==> src/kli_pkg.sv <==
// constants for the keypad level interrupt block
package kli_pkg;
  localparam logic [7:0] KEYPAD_CONTROL_ADDR = 8'ha3;
  localparam logic [7:0] KEYPAD_STATUS_ADDR = 8'ha4;
  localparam logic [7:0] KEYPAD_CONTROL_RESET = 8'h0f;
  localparam logic [7:0] KEYPAD_STATUS_RESET = 8'h00;
  localparam int LEVEL_SELECT_LSB = 4;
  localparam int FLAG_MASK_LSB = 0;
  localparam int DETECT_FLAGS_LSB = 0;
  localparam int WAKE_ENABLE_BIT = 7;
  localparam int NUM_INPUTS = 4;
  localparam int SYNC_STAGES = 2;
endpackage

==> src/kli_sync.sv <==
// two flip-flop synchroniser for the keypad pins
`timescale 1ns/1ns
`default_nettype none
module kli_sync #(
  parameter int WIDTH = 4,
  parameter logic [WIDTH-1:0] RESET_VALUE = '0
) (
  input wire logic clk,
  input wire logic resetn,
  input wire logic [WIDTH-1:0] async_in,
  output logic [WIDTH-1:0] sync_out
);
  logic [WIDTH-1:0] meta;

  // first stage feeds only the second
  always_ff @(posedge clk or negedge resetn) begin
    if (!resetn) begin
      // reset to the pins' idle level, not to a level that could match
      meta <= RESET_VALUE;
      sync_out <= RESET_VALUE;
    end else begin
      meta <= async_in;
      sync_out <= meta;
    end
  end
endmodule
`default_nettype wire

==> src/kli_keypad.sv <==
// keypad level interrupt block with its two special function registers
`timescale 1ns/1ns
`default_nettype none
module kli_keypad #(
  parameter int N_IN = kli_pkg::NUM_INPUTS
) (
  input wire logic clk,
  input wire logic resetn,
  input wire logic [N_IN-1:0] port_one_low_pins,
  input wire logic [7:0] sfr_addr,
  input wire logic sfr_wr,
  input wire logic sfr_rd,
  input wire logic [7:0] sfr_wdata,
  input wire logic keypad_irq_global_enable,
  input wire logic cpu_in_idle,
  input wire logic cpu_in_powerdown,
  output logic [7:0] sfr_rdata,
  output logic keypad_irq,
  output logic idle_wake,
  output logic powerdown_wake
);
  // pin level that matches nothing under the reset level select
  localparam logic [N_IN-1:0] PIN_IDLE =
    N_IN'(~kli_pkg::KEYPAD_CONTROL_RESET[
      kli_pkg::LEVEL_SELECT_LSB +: kli_pkg::NUM_INPUTS]);

  logic [N_IN-1:0] keypad_inputs;
  logic [N_IN-1:0] input_level_select;
  logic [N_IN-1:0] input_flag_mask;
  logic [N_IN-1:0] input_detect_flags;
  logic [N_IN-1:0] next_flags;
  logic [N_IN-1:0] level_match;
  logic powerdown_wake_enable;
  logic any_request;
  logic control_write;
  logic status_write;
  logic status_read;
  logic [7:0] next_rdata;

  // address decode, shared by the write, read and clear paths
  function automatic logic hits_control(input logic [7:0] addr);
    return addr == kli_pkg::KEYPAD_CONTROL_ADDR;
  endfunction

  function automatic logic hits_status(input logic [7:0] addr);
    return addr == kli_pkg::KEYPAD_STATUS_ADDR;
  endfunction

  // polarity compare: xnor with the level select
  function automatic logic [N_IN-1:0] level_hits(
    input logic [N_IN-1:0] pins,
    input logic [N_IN-1:0] level
  );
    return ~(pins ^ level);
  endfunction

  function automatic logic [7:0] pack_control(
    input logic [N_IN-1:0] level,
    input logic [N_IN-1:0] mask
  );
    logic [7:0] word;
    word = 8'h00;
    word[kli_pkg::LEVEL_SELECT_LSB +: N_IN] = level;
    word[kli_pkg::FLAG_MASK_LSB +: N_IN] = mask;
    return word;
  endfunction

  // reserved bits 6..4 stay zero
  function automatic logic [7:0] pack_status(
    input logic [N_IN-1:0] flags,
    input logic wake_enable
  );
    logic [7:0] word;
    word = 8'h00;
    word[kli_pkg::DETECT_FLAGS_LSB +: N_IN] = flags;
    word[kli_pkg::WAKE_ENABLE_BIT] = wake_enable;
    return word;
  endfunction

  // chain starts at the idle level so reset raises no false flag
  kli_sync #(
    .WIDTH(N_IN),
    .RESET_VALUE(PIN_IDLE)
  ) u_sync (
    .clk(clk),
    .resetn(resetn),
    .async_in(port_one_low_pins),
    .sync_out(keypad_inputs)
  );

  assign level_match = level_hits(keypad_inputs, input_level_select);
  assign control_write = sfr_wr && hits_control(sfr_addr);
  assign status_write = sfr_wr && hits_status(sfr_addr);
  assign status_read = sfr_rd && hits_status(sfr_addr);

  // one request line for all four sources
  assign any_request = |(input_detect_flags & ~input_flag_mask);

  // level select and mask
  always_ff @(posedge clk or negedge resetn) begin
    if (!resetn) begin
      input_level_select <= kli_pkg::KEYPAD_CONTROL_RESET[
        kli_pkg::LEVEL_SELECT_LSB +: kli_pkg::NUM_INPUTS];
      input_flag_mask <= kli_pkg::KEYPAD_CONTROL_RESET[
        kli_pkg::FLAG_MASK_LSB +: kli_pkg::NUM_INPUTS];
    end else if (control_write) begin
      input_level_select <= sfr_wdata[kli_pkg::LEVEL_SELECT_LSB +: N_IN];
      input_flag_mask <= sfr_wdata[kli_pkg::FLAG_MASK_LSB +: N_IN];
    end
  end

  // flags are hardware set only; writes touch the wake enable
  always_ff @(posedge clk or negedge resetn) begin
    if (!resetn) begin
      powerdown_wake_enable <= kli_pkg::KEYPAD_STATUS_RESET[
        kli_pkg::WAKE_ENABLE_BIT];
    end else if (status_write) begin
      powerdown_wake_enable <= sfr_wdata[kli_pkg::WAKE_ENABLE_BIT];
    end
  end

  // a level present in the read cycle re-sets the flag: set wins
  always_comb begin
    next_flags = input_detect_flags | level_match;
    if (status_read) begin
      next_flags = level_match;
    end
  end

  always_ff @(posedge clk or negedge resetn) begin
    if (!resetn) begin
      input_detect_flags <= kli_pkg::KEYPAD_STATUS_RESET[
        kli_pkg::DETECT_FLAGS_LSB +: kli_pkg::NUM_INPUTS];
    end else begin
      input_detect_flags <= next_flags;
    end
  end

  // read data is zero outside a read, so the bus can be or-ed
  always_comb begin
    next_rdata = 8'h00;
    if (sfr_rd && hits_control(sfr_addr)) begin
      next_rdata = pack_control(input_level_select, input_flag_mask);
    end else if (sfr_rd && hits_status(sfr_addr)) begin
      next_rdata = pack_status(input_detect_flags, powerdown_wake_enable);
    end
  end

  // registered outputs; one cycle behind the flags
  always_ff @(posedge clk or negedge resetn) begin
    if (!resetn) begin
      sfr_rdata <= 8'h00;
    end else begin
      sfr_rdata <= next_rdata;
    end
  end

  always_ff @(posedge clk or negedge resetn) begin
    if (!resetn) begin
      keypad_irq <= 1'b0;
    end else begin
      keypad_irq <= any_request && keypad_irq_global_enable;
    end
  end

  // idle exit needs no enable of its own
  always_ff @(posedge clk or negedge resetn) begin
    if (!resetn) begin
      idle_wake <= 1'b0;
    end else begin
      idle_wake <= any_request && cpu_in_idle;
    end
  end

  // spurious wakes are left to software to screen
  always_ff @(posedge clk or negedge resetn) begin
    if (!resetn) begin
      powerdown_wake <= 1'b0;
    end else begin
      powerdown_wake <= any_request && cpu_in_powerdown
        && powerdown_wake_enable;
    end
  end
endmodule
`default_nettype wire

==> config.mk <==
export PLATFORM = sky130hd
export DESIGN_NAME = kli_keypad
export DESIGN_NICKNAME = d
export VERILOG_FILES = /design/src/kli_pkg.sv /design/src/kli_sync.sv /design/src/kli_keypad.sv
export SDC_FILE = /design/constraint.sdc
export NUM_CORES = 1
export LEC_CHECK = 0
export ABC_AREA = 1
export BUFFER_PORTS_ARGS = -buffer_cell sky130_fd_sc_hd__clkbuf_2
export CORE_AREA = 4 4 59 61
export DETAILED_ROUTE_END_ITERATION = 8
export DIE_AREA = 0 0 63 65
export PLACE_DENSITY_LB_ADDON = 0.1
export SYNTH_ARGS = -nofsm -noshare
export SYNTH_HDL_FRONTEND = slang
export SYNTH_SLANG_ARGS = --single-unit
==> constraint.sdc <==
create_clock -name clk -period 0.9 [get_ports clk]
set_input_delay 0.18 -clock clk [delete_from_list [all_inputs] [get_ports clk]]
set_output_delay 0.18 -clock clk [all_outputs]
set_load 0.03 [all_outputs]
==> reports/metrics.yaml <==
timing:
  rsz0062_at_grt: "true"
  slew_viol_final: 0
  hold_violations: 0
  relSlewSlack: 0.776
  setup_viol: 14
  worst_pin_slew_ns: 0.336
  skew_ns: 0.00916
  max_freq_ghz: 0.940
  fin_crit_ns: 1.06
  finalCritPeriodShare: 1.18
  timing.setup.tns_ns: -1.94
  layout_setup_ws_ns: -0.163
synth:
  netlist.area_leader.share: 0.383
  ys_types: 15
  muxShareOfSynthArea: 0
  synthMostInstantiatedCell: "nand2_1"
  ys_top_cells_by_area: "dfrtp_1 38%, dfstp_2 24%, nand2_1 12%, nand3_1 7.7%, inv_1 4.9%"
  synth_edf_count: 0
  synth_adder_area_share: 0
  synth_top_family_by_area: "simple AND/OR/NAND/NOR gates"
  yosysSeqAreaShare: 0.625
  synth_area_mm2: 0.00131
  avgSynthCellArea_um2: 9.40
  ys_ff_latch: 32
  yosys_warnings: 0
  synth_fp_nets: 166
  yosysTopAreaCell: "dfrtp_1"
  synth_compound_area_frac: 0.00862
  synthSimpleGateAreaFrac: 0.271
  async_flop_share: 1.00
  postSynthCellCount: 139
  synth_commonest_cells: "42 x nand2_1, 20 x dfrtp_1, 20 x nand3_1, 17 x inv_1, 14 x nor2_1"
  ys.flop_type: "dfrtp_1"
  synth_xor_area_frac: 0.0268
route:
  drc: 0
  routed_wl_um: 2710
  drt_first_pass_iters: 4
  wl_per_cell_um: 11.6
  final_antenna_net_count: 0
  detail_route.iter0.violations: 34
  viasPerCell: 4.46
  vias: 1040
placed_design:
  gp_congestion: 0.761
  dp_cells: 220
  place_hpwl_um: 1970
  io_buffers: 37
power_and_ir_drop:
  leakage_nw: 1.00
  p_int_w: 0.00201
  p_switching_w: 0.000614
  ir_worst_vdd_uv: 955
  swShare: 0.234
  power_frac_seq: 0.582
  p_clk_frac: 0.322
  comb_power_share: 0.096
  cellPowerDensity_mw_per_mm2: 1410
critical_path:
  crit_arrival_ns: 0.88
  critPathMaxFanout: 1
  slowest_delay_ns: 0.41
  crit_chain: "buf_8"
  crit_slowest_cell: "dfrtp_1"
  critical_path.top_delay_family: "flip-flops"
  path_buf_inv: 1
  crit_type: "reg2out"
  reg2reg_slack_ns: -0.11
  required_ns: 0.72
  start_kind: "flop"
  crit_path_end_kind: "output pin"
run_status:
  status: "finished with violations"
  violations: "negative setup slack"
floorplanning:
  fp.dieW_um: 63
  die-area_mm2: 0.00410
  fp.dieH_um: 65
  num_rows: 20
  io_pins: 38
  core_mm2: 0.00298
  initial_core_util: 0.439
clocking:
  post_cts_buffers: 0
  h-tree-depth: 2
  cts_tree: "done"
  cts_made_buffers: 5
  clk_pin_slew_ns: 0.10
  ctsRootBufferMaster: "clkbuf_4"
  cts.sinks: 32
  worstSkewPairLatency_ns: 0.33
  clk_path_buf_depth: 2
flow_run:
  cap_violations: 0
cells_and_area:
  seqCellArea_um2: 816
  syn_to_final_growth_pct: 42.7
  drive_gt1_frac: 0.390
  diodes: 0
  stdcell_count: 233
  final_nets: 226
  multi_input_area_um2: 409
  fill_cells: 267
global_routing:
  grt_pass1_wl_um: 4730
  grt_pass1_vias: 1073
  track_usage: 0.157
  overflow: 0
  grt_max_degree: 33
  antenna_found_initial: 0
hold_path:
  hold_class: "in2reg"
per-layer routing:
| metal | wire [µm] | part of all wire | track usage |
|---|---|---|---|
| met5 | 0 | 0 | 0 |
| met4 | 82 | 0.030 | 0.0882 |
| met3 | 163 | 0.060 | 0.0676 |
| met2 | 1380 | 0.51 | 0.261 |
| met1 | 1090 | 0.40 | 0.166 |
layout by cell type, fill, tap and decap left out, types with 2 or more instances in the layout:
| cell type | instances |
|---|---|
| buf_8 | 11 |
| buf_12 | 2 |
| nor2_1 | 13 |
| nor2_2 | 2 |
| nand2_2 | 2 |
| nand3_2 | 2 |
| xor2_1 | 4 |
| dfstp_2 | 12 |
| dfrtp_1 | 20 |
| dlygate4sd3_1 | 5 |
| nand3_1 | 20 |
| clkbuf_1 | 2 |
| clkbuf_4 | 5 |
| nand2_1 | 41 |
| inv_1 | 16 |
| buf_4 | 12 |
| clkbuf_2 | 26 |
power groups by stage:
stage	sequential [W]	combinational (W)	clock, W
4_1_cts	0.00153	0.000253	0.000883
3_3_place_gp	0.00155	0.000221	0
5_1_grt	0.00154	0.000287	0.000960
3_5_place_dp	0.00155	0.000226	0
6_report	0.00153	0.000254	0.000845
2_1_floorplan	0.00156	0.0000744	0
cell type report:
cell class / instances / share of cell area
Inverter: 17 / 0.0342
Timing Repair Buffer: 56 / 0.255
Multi-Input combinational cell: 87 / 0.219
Clock buffer: 8 / 0.0315
Sequential cell: 32 / 0.438
Tap cell: 33 / 0.0221
per-stage QoR:
step / total power, W / utilization / area [µm²] / hold WS, ns / setup WS, ns
finish: 0.00263 / 0.626 / 1860 / 0.0282 / -0.163
global route: 0.00278 / 0.626 / 1860 / 0.0182 / -0.211
CTS: 0.00266 / 0.619 / 1840 / 0.0121 / -0.185
detailed placement: 0.00178 / 0.550 / 1640 / 0.149 / -0.186
global placement: 0.00177 / 0.550 / 1640 / 0.149 / -0.158
floorplan: 0.00164 / - / 1310 / -0.116 / -0.0540
cells by family (layout without fill, tap and decap cells):
logic type             Yosys count  in the layout
AND/OR/NAND/NOR                 81             81
flip-flops                      32             32
buffers and inverters           20             81
XOR/XNOR                         4              4
AO/OA/AOI/OAI                    2              2
flip-flops by register name (all words and copies together) (netlist names):
| register | flops |
|---|---|
| sfr_rdata | 8 |
| input_detect_flags | 4 |
| input_flag_mask | 4 |
| input_level_select | 4 |
| u_sync.meta | 4 |
| u_sync.sync_out | 4 |
| idle_wake | 1 |
| keypad_irq | 1 |
| powerdown_wake | 1 |
| powerdown_wake_enable | 1 |
worst paths after layout:
| check | start | endpoint | cells past startpoint |
|---|---|---|---|
| max in group asynchronous | resetn | u_sync.meta[3] | 3 |
| hold reg to reg | u_sync.meta[0] | u_sync.sync_out[0] | 0 |
| setup / recovery | powerdown_wake | powerdown_wake | 1 |
| min in group asynchronous | resetn | sfr_rdata[2] | 3 |
| hold / removal | sfr_wdata[3] | input_flag_mask[3] | 3 |
| setup reg to reg | input_flag_mask[1] | keypad_irq | 5 |
tightest hold or removal path, stage by stage:
cell      delay [ns]
clkbuf_2        0.08
nand3_1         0.07
nand2_1         0.05
repair_timing:
item | in CTS | in global routing
hold endpoints to repair | 36 | 0
endpoints found under the setup margin | 14 | 15
gates resized for setup | 23 | 14
hold buffers | 5 | 0
pin swaps | 2 | 2
No activity file was read; power rests on OpenSTA's default activity.
